===== src/common/dso_defs.vh =====
// constants for the deserializer output and lock control block
`ifndef DSO_DEFS_VH
`define DSO_DEFS_VH
// ==========================================================
// serial frame layout (one sample per clock)
`define DSO_FRAME_LEN 4'd12
`define DSO_FRAME_LAST 4'd11
`define DSO_HALF_FRAME 4'd6
`define DSO_START_POS 4'd0
`define DSO_DATA_FIRST 4'd1
`define DSO_STOP_POS 4'd11
`define DSO_START_BIT 1'b1
`define DSO_STOP_BIT 1'b0
// ==========================================================
// lock and reference defaults
`define DSO_LOCK_FRAMES 8'd4
`define DSO_REF_TIMEOUT_NS 640
`define DSO_CLK_PERIOD_NS 10
// ==========================================================
// register map (byte addresses)
`define DSO_REG_CTRL 4'h0
`define DSO_REG_STATUS 4'h4
`define DSO_REG_COUNT 4'h8
`define DSO_CTRL_RESYNC 0
`define DSO_ST_LOCKED 0
`define DSO_ST_SLEEP 1
`define DSO_ST_DRIVE 2
`define DSO_ST_OVERFLOW 3
`define DSO_ST_LEVEL_LO 4
`define DSO_ST_LEVEL_HI 5
`endif


===== src/verilog/dso_deserializer_out.v =====
// deserializer output, lock and drive control with apb status port
`timescale 1ns/1ps
`include "dso_defs.vh"

// Function
// - a recovered clock at the word rate, divided down from the system clock, strobes the ten-bit word.
// - edge select high makes the word valid at the rising recovered-clock edge, low at the falling one.
// - the active-low lock output goes low once locked to the embedded clock edge and stays high while unlocked.
// - powerdown low stops lock tracking, sleeps, and floats word, recovered clock and lock whatever the enable.
// - powerdown high with output enable low floats word and recovered clock while lock still reports.
// - powerdown and output enable high make the lock output follow the lock state.
// - while the lock output is high the word and recovered clock stay floating.
// - the recovered clock runs only while locked, and word and clock are driven when awake, enabled and locked.
module dso_deserializer_out #(
    parameter LOCK_FRAMES = `DSO_LOCK_FRAMES,
    parameter WORD_W = 10
) (
    input wire clock,                       // 100 MHz system clock
    input wire sys_rst,                     // async reset, active high
    input wire serial_in_positive,          // serial line, true side
    input wire serial_in_negative,          // serial line, inverted side
    input wire pll_reference_clock,         // reference, sampled level
    input wire recovered_clock_edge_select, // 1 rising, 0 falling
    input wire sleep_request_n,             // powerdown, active low
    input wire output_enable,               // word/clock enable, high
    input wire out_ready,                   // downstream ready, high
    output reg [WORD_W-1:0] parallel_word_out, // word pin output value
    output reg parallel_word_oe_n,          // 0 while word is driven
    output reg recovered_clock,             // recovered clock value
    output reg recovered_clock_oe_n,        // 0 while clock is driven
    output reg lock_n,                      // lock, active low
    output reg lock_oe_n,                   // 0 while lock is driven
    input wire psel,                        // apb select
    input wire penable,                     // apb enable
    input wire pwrite,                      // apb direction
    input wire [3:0] paddr,                 // apb byte address
    input wire [31:0] pwdata,               // apb write data
    output reg [31:0] prdata,               // apb read data
    output reg pready,                      // apb ready
    output reg pslverr                      // apb error
);
    localparam REF_CYCLES = `DSO_REF_TIMEOUT_NS / `DSO_CLK_PERIOD_NS;
    // one-hot lock states
    localparam ST_HUNT = 3'b001;
    localparam ST_LOCKED = 3'b010;
    localparam ST_SLEEP = 3'b100;

    // ==========================================================
    // helpers
    function [3:0] wrap_inc;
        input [3:0] v;
        begin
            if (v == `DSO_FRAME_LAST) begin
                wrap_inc = 4'd0;
            end else begin
                wrap_inc = v + 4'd1;
            end
        end
    endfunction

    reg [2:0] state;
    reg [3:0] rx_pos;
    reg [WORD_W-1:0] rx_shift;
    reg [7:0] good_frames;
    reg [7:0] ref_idle;
    reg ref_prev;
    reg ref_ok;
    reg [WORD_W-1:0] buf_data [0:1];
    reg buf_wr;
    reg buf_rd;
    reg [1:0] buf_level;
    reg [3:0] out_pos;
    reg overflow;
    reg resync;
    reg [31:0] word_count;
    wire rx_bit;
    wire awake;
    wire locked;
    wire drive;
    wire frame_done;
    wire frame_good;
    wire push;
    wire pop;
    wire buf_full;
    wire buf_empty;
    wire load_slot;
    wire apb_access;
    wire wr_en;

    // ==========================================================
    // front end: differential sample and frame checks
    assign rx_bit = serial_in_positive & ~serial_in_negative;
    assign awake = sleep_request_n;
    assign locked = state == ST_LOCKED;
    assign drive = awake & output_enable & locked;
    assign frame_done = rx_pos == `DSO_STOP_POS;
    assign frame_good = frame_done & (rx_bit == `DSO_STOP_BIT);
    assign buf_full = buf_level == 2'd2;
    assign buf_empty = buf_level == 2'd0;
    assign push = frame_good & locked & ~buf_full;
    assign load_slot = recovered_clock_edge_select ?
        (out_pos == `DSO_HALF_FRAME) : (out_pos == 4'd0);
    assign pop = drive & out_ready & load_slot & ~buf_empty;

    // frame position: hunts for the start bit while not aligned
    always @(posedge clock or posedge sys_rst) begin
        if (sys_rst) begin
            rx_pos <= 4'd0;
            rx_shift <= {WORD_W{1'b0}};
        end else if (!awake) begin
            rx_pos <= 4'd0;
        end else if (rx_pos == `DSO_START_POS) begin
            if (rx_bit == `DSO_START_BIT) begin
                rx_pos <= `DSO_DATA_FIRST;
            end
        end else begin
            rx_pos <= wrap_inc(rx_pos);
            if (!frame_done) begin
                rx_shift <= {rx_shift[WORD_W-2:0], rx_bit};
            end
        end
    end

    // reference presence: missing edges drop lock
    always @(posedge clock or posedge sys_rst) begin
        if (sys_rst) begin
            ref_prev <= 1'b0;
            ref_idle <= 8'h00;
            ref_ok <= 1'b0;
        end else begin
            ref_prev <= pll_reference_clock;
            if (ref_prev != pll_reference_clock) begin
                ref_idle <= 8'h00;
                ref_ok <= 1'b1;
            end else if (ref_idle == REF_CYCLES[7:0]) begin
                ref_ok <= 1'b0;
            end else begin
                ref_idle <= ref_idle + 8'h01;
            end
        end
    end

    // lock state machine; a bad stop bit means lost alignment
    always @(posedge clock or posedge sys_rst) begin
        if (sys_rst) begin
            state <= ST_HUNT;
            good_frames <= 8'h00;
        end else begin
            case (state)
                ST_HUNT: begin
                    if (!awake) begin
                        state <= ST_SLEEP;
                    end else if (!ref_ok || resync) begin
                        good_frames <= 8'h00;
                    end else if (frame_done && !frame_good) begin
                        good_frames <= 8'h00;
                    end else if (frame_good) begin
                        if (good_frames == LOCK_FRAMES - 8'd1) begin
                            state <= ST_LOCKED;
                            good_frames <= 8'h00;
                        end else begin
                            good_frames <= good_frames + 8'h01;
                        end
                    end
                end
                ST_LOCKED: begin
                    if (!awake) begin
                        state <= ST_SLEEP;
                    end else if (!ref_ok || resync ||
                                 (frame_done && !frame_good)) begin
                        state <= ST_HUNT;
                    end
                end
                ST_SLEEP: begin
                    good_frames <= 8'h00;
                    if (awake) begin
                        state <= ST_HUNT;
                    end
                end
                default: begin
                    state <= ST_HUNT;
                end
            endcase
        end
    end

    // ==========================================================
    // two-entry word buffer between decoder and output pins
    // the serial source cannot stall, so a full buffer drops
    // the word and raises the sticky overflow flag
    always @(posedge clock or posedge sys_rst) begin
        if (sys_rst) begin
            buf_wr <= 1'b0;
            buf_rd <= 1'b0;
            buf_level <= 2'd0;
            buf_data[0] <= {WORD_W{1'b0}};
            buf_data[1] <= {WORD_W{1'b0}};
        end else if (!locked) begin
            buf_wr <= 1'b0;
            buf_rd <= 1'b0;
            buf_level <= 2'd0;
        end else begin
            if (push) begin
                buf_data[buf_wr] <= rx_shift;
                buf_wr <= ~buf_wr;
            end
            if (pop) begin
                buf_rd <= ~buf_rd;
            end
            if (push && !pop) begin
                buf_level <= buf_level + 2'd1;
            end else if (pop && !push) begin
                buf_level <= buf_level - 2'd1;
            end
        end
    end

    // ==========================================================
    // output phase: clock high for the first half of each word
    // idles at the last phase so the first high half is full length
    always @(posedge clock or posedge sys_rst) begin
        if (sys_rst) begin
            out_pos <= `DSO_FRAME_LAST;
            recovered_clock <= 1'b0;
            parallel_word_out <= {WORD_W{1'b0}};
        end else if (!drive) begin
            out_pos <= `DSO_FRAME_LAST;
            recovered_clock <= 1'b0;
        end else if (out_ready) begin
            out_pos <= wrap_inc(out_pos);
            recovered_clock <= wrap_inc(out_pos) <
                `DSO_HALF_FRAME;
            if (pop) begin
                parallel_word_out <= buf_data[buf_rd];
            end
        end
    end

    // pin enables; lock floats only in sleep
    always @(posedge clock or posedge sys_rst) begin
        if (sys_rst) begin
            parallel_word_oe_n <= 1'b1;
            recovered_clock_oe_n <= 1'b1;
            lock_n <= 1'b1;
            lock_oe_n <= 1'b1;
        end else begin
            parallel_word_oe_n <= ~drive;
            recovered_clock_oe_n <= ~drive;
            lock_n <= ~locked;
            lock_oe_n <= ~awake;
        end
    end

    // ==========================================================
    // apb slave: one wait state, error on unmapped address
    assign apb_access = psel & penable & ~pready;
    assign wr_en = apb_access & pwrite;

    always @(posedge clock or posedge sys_rst) begin
        if (sys_rst) begin
            pready <= 1'b0;
            pslverr <= 1'b0;
            prdata <= 32'h0000_0000;
            resync <= 1'b0;
            overflow <= 1'b0;
            word_count <= 32'h0000_0000;
        end else begin
            pready <= apb_access;
            pslverr <= apb_access & (paddr != `DSO_REG_CTRL) &
                (paddr != `DSO_REG_STATUS) & (paddr != `DSO_REG_COUNT);
            if (push) begin
                word_count <= word_count + 32'h0000_0001;
            end
            // set wins over a write-one clear
            if (frame_good && locked && buf_full) begin
                overflow <= 1'b1;
            end else if (wr_en && paddr == `DSO_REG_STATUS &&
                         pwdata[`DSO_ST_OVERFLOW]) begin
                overflow <= 1'b0;
            end
            if (wr_en && paddr == `DSO_REG_CTRL) begin
                resync <= pwdata[`DSO_CTRL_RESYNC];
            end else begin
                resync <= 1'b0;                            // self clearing
            end
            prdata <= 32'h0000_0000;
            if (apb_access && !pwrite) begin
                case (paddr)
                    `DSO_REG_STATUS: begin
                        prdata[`DSO_ST_LOCKED] <= locked;
                        prdata[`DSO_ST_SLEEP] <= state == ST_SLEEP;
                        prdata[`DSO_ST_DRIVE] <= drive;
                        prdata[`DSO_ST_OVERFLOW] <= overflow;
                        prdata[`DSO_ST_LEVEL_HI:`DSO_ST_LEVEL_LO] <=
                            buf_level;
                    end
                    `DSO_REG_COUNT: begin
                        prdata <= word_count;
                    end
                    default: begin
                        prdata <= 32'h0000_0000;
                    end
                endcase
            end
        end
    end
endmodule // dso_deserializer_out


===== config.mk =====
export PLATFORM = sky130hd
export DESIGN_NAME = dso_deserializer_out
export DESIGN_NICKNAME = d
export VERILOG_FILES = /design/src/verilog/dso_deserializer_out.v
export VERILOG_INCLUDE_DIRS = /design/src /design/src/common
export SDC_FILE = /design/constraint.sdc
export NUM_CORES = 1
export LEC_CHECK = 0
export ABC_AREA = 1
export BUFFER_PORTS_ARGS = -buffer_cell sky130_fd_sc_hd__buf_2
export CORE_MARGIN = 5
export CORE_UTILIZATION = 62
export DETAILED_ROUTE_END_ITERATION = 10
export PLACE_DENSITY = 0.91
export REMOVE_ABC_BUFFERS = 1
export SLEW_MARGIN = 20
export SYNTH_ARGS = -nofsm -noshare
export SYNTH_HDL_FRONTEND = slang
export SYNTH_SLANG_ARGS = --single-unit
export TNS_END_PERCENT = 100

===== constraint.sdc =====
create_clock -name clock -period 12.41 [get_ports clock]
set_clock_uncertainty 0.05 [all_clocks]
set_input_delay 1.241 -clock clock [delete_from_list [all_inputs] [get_ports clock]]
set_output_delay 1.241 -clock clock [all_outputs]
set_load 0.01 [all_outputs]

Word level (Yosys, flattened, before mapping)
Cells that the tools add are included.
{"block": "word_totals", "output_inout_bits": 49, "word_cells": 171, "ff_bits": 145, "in_bits": 48}
{"block": "classes", "n_eq_ne": 28, "add_sub_neg": 7, "n_bitwise": 29, "reduce_logical": 30, "muxes": 49, "n_lt_le_gt_ge": 4}
{"cell": "2-to-1 mux 8 bit", "count": 7}
{"cell": "2-to-1 mux 10 bit", "count": 4}
{"cell": "adder 32 x 1 -> 32 bit (second input constant)", "count": 1}
{"cell": "2-to-1 mux 32 bit", "count": 1}
{"cell": "2-to-1 mux 4 bit", "count": 8}
{"cell": "2-to-1 mux 26 bit", "count": 1}
{"cell": "2-to-1 mux 3 bit", "count": 8}
{"cell": "bitwise mux 20 bit", "count": 1}
{"cell": "adder 8 x 1 -> 8 bit (second input constant)", "count": 2}
{"cell": "one-hot mux 8 bit (2 select lines)", "count": 1}
{"cell": "bitwise AND 1 bit", "count": 15}
{"cell": "!= test 3 bit (second input constant)", "count": 5}
{"cell": "equality test 4 bit (second input constant)", "count": 3}
{"cell": "logical NOT 4 bit", "count": 3}
{"cell": "2-to-1 mux 1 bit", "count": 12}
{"cell": "inverter 1 bit", "count": 12}
{"cell": "one-hot mux 6 bit (2 select lines)", "count": 1}
{"cell": "demux 10 bit (select 1 bit)", "count": 1}
{"cell": "logical AND 1 bit", "count": 10}
{"cell": "one-hot mux 3 bit (3 select lines)", "count": 1}
{"cell": "AND reduction 3 bit", "count": 3}
{"cell": "adder 4 x 1 -> 4 bit (second input constant)", "count": 2}
{"cell": "equality test 4 x 3 -> 1 bit (second input constant)", "count": 2}
{"cell": "equality test 8 x 2 -> 1 bit (second input constant)", "count": 1}
{"cell": "26 further kinds", "count": 42}

Logic depth before layout (Yosys ltp)
{"block": "logic_depth", "word_depth": 11, "depth_mapped": 10, "ltp_nobuf": 10}

Worst setup path after synthesis
No wires, ideal clock.
{"block": "synth_path", "path_type": "in2reg", "startpoint": "input sleep_request_n", "endpoint": "register parallel_word_out[0]", "arrival_time_ns": 2.118, "n_path_buf": 2, "required_ns": 12.230, "setup_ns": 0.130, "setup_slack_ns": 10.112, "stages": 9, "cell_sequence": "buf_2 nand2_1 inv_2 nand3_2 nor2_4 nand3_2 buf_2 nand2_1 o21ai_0"}
{"block": "synth_between", "elab_chain_cells": 6}
{"item": "start: declaration", "line_no": "dso_deserializer_out.v:24", "source": "input wire sleep_request_n,"}
{"item": "bitwise AND 1 bit (*) (2 in series)", "line_no": "dso_deserializer_out.v:95", "source": "assign drive = awake & output_enable & locked;"}
{"item": "bitwise AND 1 bit (3 in series)", "line_no": "dso_deserializer_out.v:103", "source": "assign pop = drive & out_ready & load_slot & ~buf_empty;"}
{"item": "AND reduction 3 bit (no source line) (*)"}
{"item": "end signal: assignment", "line_no": "dso_deserializer_out.v:225", "source": "parallel_word_out <= {WORD_W{1'b0}};"}
{"item": "end signal: assignment", "line_no": "dso_deserializer_out.v:234", "source": "parallel_word_out <= buf_data[buf_rd];"}
{"item": "end: declaration", "line_no": "dso_deserializer_out.v:27", "source": "output reg [WORD_W-1:0] parallel_word_out,"}
Every way passes the cells marked *; elsewhere a longest branch is shown, timed or not.
A chain may end at the register's enable or synchronous reset.

Final worst setup path
{"block": "layout_path", "startpoint": "input paddr[1]", "endpoint": "register prdata[2]"}
{"block": "layout_between", "elab_chain_cells": 3, "elab_cells_between_ends": 4, "classes_between": "eq/ne: 2; mux: 2"}
{"item": "start: declaration", "line_no": "dso_deserializer_out.v:36", "source": "input wire [3:0] paddr,"}
{"item": "equality test 4 bit / equality test 4 x 3 -> 1 bit (equally long branches)", "line_no": "dso_deserializer_out.v:288", "source": "case (paddr)"}
{"item": "one-hot mux 6 bit (2 select lines) (*)", "line_no": "dso_deserializer_out.v:288"}
{"item": "2-to-1 mux 32 bit (*)", "line_no": "dso_deserializer_out.v:287", "source": "if (apb_access && !pwrite) begin"}
{"item": "end signal: indexed assignment", "line_no": "dso_deserializer_out.v:290", "source": "prdata[`DSO_ST_LOCKED] <= locked;"}
{"item": "end signal: indexed assignment", "line_no": "dso_deserializer_out.v:292", "source": "prdata[`DSO_ST_DRIVE] <= drive;"}
{"item": "end signal: indexed assignment", "line_no": "dso_deserializer_out.v:293", "source": "prdata[`DSO_ST_OVERFLOW] <= overflow;"}
{"item": "end: declaration", "line_no": "dso_deserializer_out.v:38", "source": "output reg [31:0] prdata,"}
Marks and branches as above.

==> out/metrics.yaml <==
design_area_sq_mm: 0.007655
worst-slew-pin-transition_ns: 0.7678
track_usage_pct: 23.68
yosysTopAreaCell: "sky130_fd_sc_hd__dfrtp_1"
critPathMaxFanout: 18
yosysSeqAreaShare_pct: 54.56
synth-edff-count: 0
grt_setup_unrepaired: "no"
min_period_over_period_pct: 21.29
htree_levels: 4
timing.hold.worst.class: "reg2reg"
detailed_place.area_sq_mm: 0.007063
wire_per_inst_um: 14.26
setup_slack_ns: 9.769
critical_path_required_ns: 12.79
fin_worst_hold_slack_ns: 0.4007
setup_viol: 0
yosys_reg_bits: 145
cp_slowest_stage_delay_ns: 0.67
dpl.cell_count: 955
globalplace.congestion: 0.8643
synth_area_sq_mm: 0.006666
grt_start_max_net_pins: 84
vdd_ir_drop_max_mv: 0.09908
setup_tns_ns: 0
hold_path_startpoint: "pready"
cts_resized: 0
drt_drc_violations_left: 0
finalNonFillerCells: 987
final.min_clock_period_ns: 2.641
antenna-diode-count: 0
worstPathCellList: "buf_2 -> nor2_1 -> nand3_1 -> inv_1 -> nand2_1 -> a21oi_1"
max_slew_margin_pct: 48.67
drv_slew: 0
clock_sinks: 145
worstSetupEndpointType: "register"
worstHoldEndpoint: "pready"
initial_core_util_pct: 64.00
dieWidth_um: 113.7
hpwl_um: 9471
outcome: "complete, no violations"
launching_element_type_of_the_critical_path: "input port"
cts-root-buf: "sky130_fd_sc_hd__clkbuf_8"
floorplan.core_area_sq_mm: 0.01042
cts-buffers-inserted: 17
fin_nets: 895
max-cap-violations: 0
overflow: 0
netlist-cell-type-count: 37
final.fill_count: 741
area_of_the_die_sq_mm: 0.01293
reg2regPathDepth: 8
first_iter_violations: 478
post-place-ws_ns: 9.190
static-leakage-power_nw: 3.739
startpoint: "paddr[1]"
synth_area_per_cell_sq_um: 8.624
worstHoldPathCells: 1
fmax_mhz: 378.6
reg_to_reg_setup_timing_slack_ns: 10.03
postSynth.asyncResetShare_pct: 100.0
layout-drive-gt1-share_pct: 16.10
grt_antenna_before_repair: 0
post_drt_via_cell_ratio: 5.406
numPortBuffers: 66
wirelength_um: 14070
worst-endpoint-arrival_ns: 3.02
netlist_top_cells_area: "sky130_fd_sc_hd__dfrtp_1 52%, sky130_fd_sc_hd__nand2_1 12%, sky130_fd_sc_hd__nor2_1 4.5%"
ctsHoldBuffers: 0
hold_viol_final: 0
timing.rr.start: "state[2]"
final_core_util_pct: 73.49
vias: 5336
critical-path-top-delay-family: "buffers and inverters"
yosysTopAreaCellShare_pct: 51.80
clk_latency_ns: 0.52
cp.buffers_inverters: 2
setup.worst_path.class: "in2reg"
layout_commonest_cell: "sky130_fd_sc_hd__nand2_1"
grt_first_pass_wirelength_um: 24800
number_of_search_and_repair_iterations_in_the_first_detailed_routing_pass: 5
post-cts-setup-buffers: 0
most_frequent_cells_in_the_layout: "216 x sky130_fd_sc_hd__nand2_1, 138 x sky130_fd_sc_hd__dfrtp_1, 80 x sky130_fd_sc_hd__nor2_1, 76 x sky130_fd_sc_hd__inv_1, 66 x sky130_fd_sc_hd__buf_2"
via_count_of_the_first_global_routing_pass: 5378
worst_r2r_endpoint: "buf_data[4]"
post_syn_instances: 773
rows: 37
die_height_um: 113.7
worst_setup_hold_path_clk_slew_ns: 0.06
power.total_mw: 1.151
critPathSlowestCell: "sky130_fd_sc_hd__inv_1"
cellPowerDensity_mw_per_mm2: 150.4
yosys_most_used_dff: "sky130_fd_sc_hd__dfrtp_1"
ioPinCount: 97
cts-root-to-sink-buffers: 2
areaGrowthSynthToFinish_pct: 14.83
cts_tree: "done"
count_of_yosys_warnings_during_synthesis: 0
drt.antenna.violating_nets: 0
-- layer usage --
metal | global-route usage (%) | wire, um | vias up
met4 | 8.574 | 224 | 0
met1 | 30.63 | 5997 | 2564
li1 | - | - | 2597
met2 | 39.73 | 7194 | 153
met5 | 0 | 0 | -
met3 | 4.828 | 652 | 22
-- kinds of logic (layout without fill, tap and decap cells) --
kind of cell,Yosys count,in the layout,synth area share (%)
and+or+nand+nor,396,396,25.41
DFF,145,145,54.56
buffers and inverters,101,179,6.288
AOI/OAI and AO/OA,88,88,7.376
xor gates and xnor gates,23,23,3.022
muxes,11,11,1.652
adders and majority gates,9,9,1.689
-- area by class of cell --
cell class              count  area, sq um  area share (%)
multi-input cells         527         2610           34.10
flip-flops and latches    145         3637           47.52
clock inverters            15        173.9           2.272
clock buffers              17        414.1           5.410
well taps                 136        170.2           2.223
inverters                  80        307.8           4.021
repair buffers             67        341.6           4.462
-- registers in the layout, summed over array words and instances, names as in the netlist, 2 cells and up --
register,count
prdata,32
word_count,32
buf_data,20
parallel_word_out,10
rx_shift,10
good_frames,8
ref_idle,8
out_pos,4
rx_pos,4
state,3
buf_level,2
-- worst max-delay path by stage --
stage	end	slack, ns	cells past startpoint
finish	prdata[2]	9.77	6
global route	prdata[4]	9.52	6
CTS	prdata[4]	9.70	6
detailed placement	prdata[2]	9.19	6
global placement	prdata[1]	9.27	6
floorplan	buf_data[0]	7.24	1
-- synthesized netlist by cell type (2+ instances only) --
master	instances
sky130_fd_sc_hd__a21oi_1	21
sky130_fd_sc_hd__nand2_1	216
sky130_fd_sc_hd__nor2_2	6
sky130_fd_sc_hd__buf_6	2
sky130_fd_sc_hd__dfrtp_1	138
sky130_fd_sc_hd__nor3_1	30
sky130_fd_sc_hd__mux2i_1	11
sky130_fd_sc_hd__inv_1	77
sky130_fd_sc_hd__nor2_1	80
sky130_fd_sc_hd__nand3_2	4
sky130_fd_sc_hd__o21ai_1	3
sky130_fd_sc_hd__dfstp_2	7
sky130_fd_sc_hd__a31oi_1	3
sky130_fd_sc_hd__buf_4	3
sky130_fd_sc_hd__xor2_1	17
sky130_fd_sc_hd__xnor2_1	6
sky130_fd_sc_hd__clkbuf_1	7
sky130_fd_sc_hd__o21ai_0	47
sky130_fd_sc_hd__ha_1	9
sky130_fd_sc_hd__inv_2	2
sky130_fd_sc_hd__nand4_1	8
sky130_fd_sc_hd__buf_2	9
sky130_fd_sc_hd__o21ai_2	10
sky130_fd_sc_hd__nand3_1	41
sky130_fd_sc_hd__nor2_4	3
sky130_fd_sc_hd__a22oi_1	2
-- power breakdown --
| part | total, mW | switching (mW) | internal, mW |
|---|---|---|---|
| clock | 0.503 | 0.211 | 0.293 |
| sequential | 0.528 | 0.0228 | 0.505 |
| combinational | 0.120 | 0.0856 | 0.0345 |
Note: power is estimated with default switching activity, not from simulation.
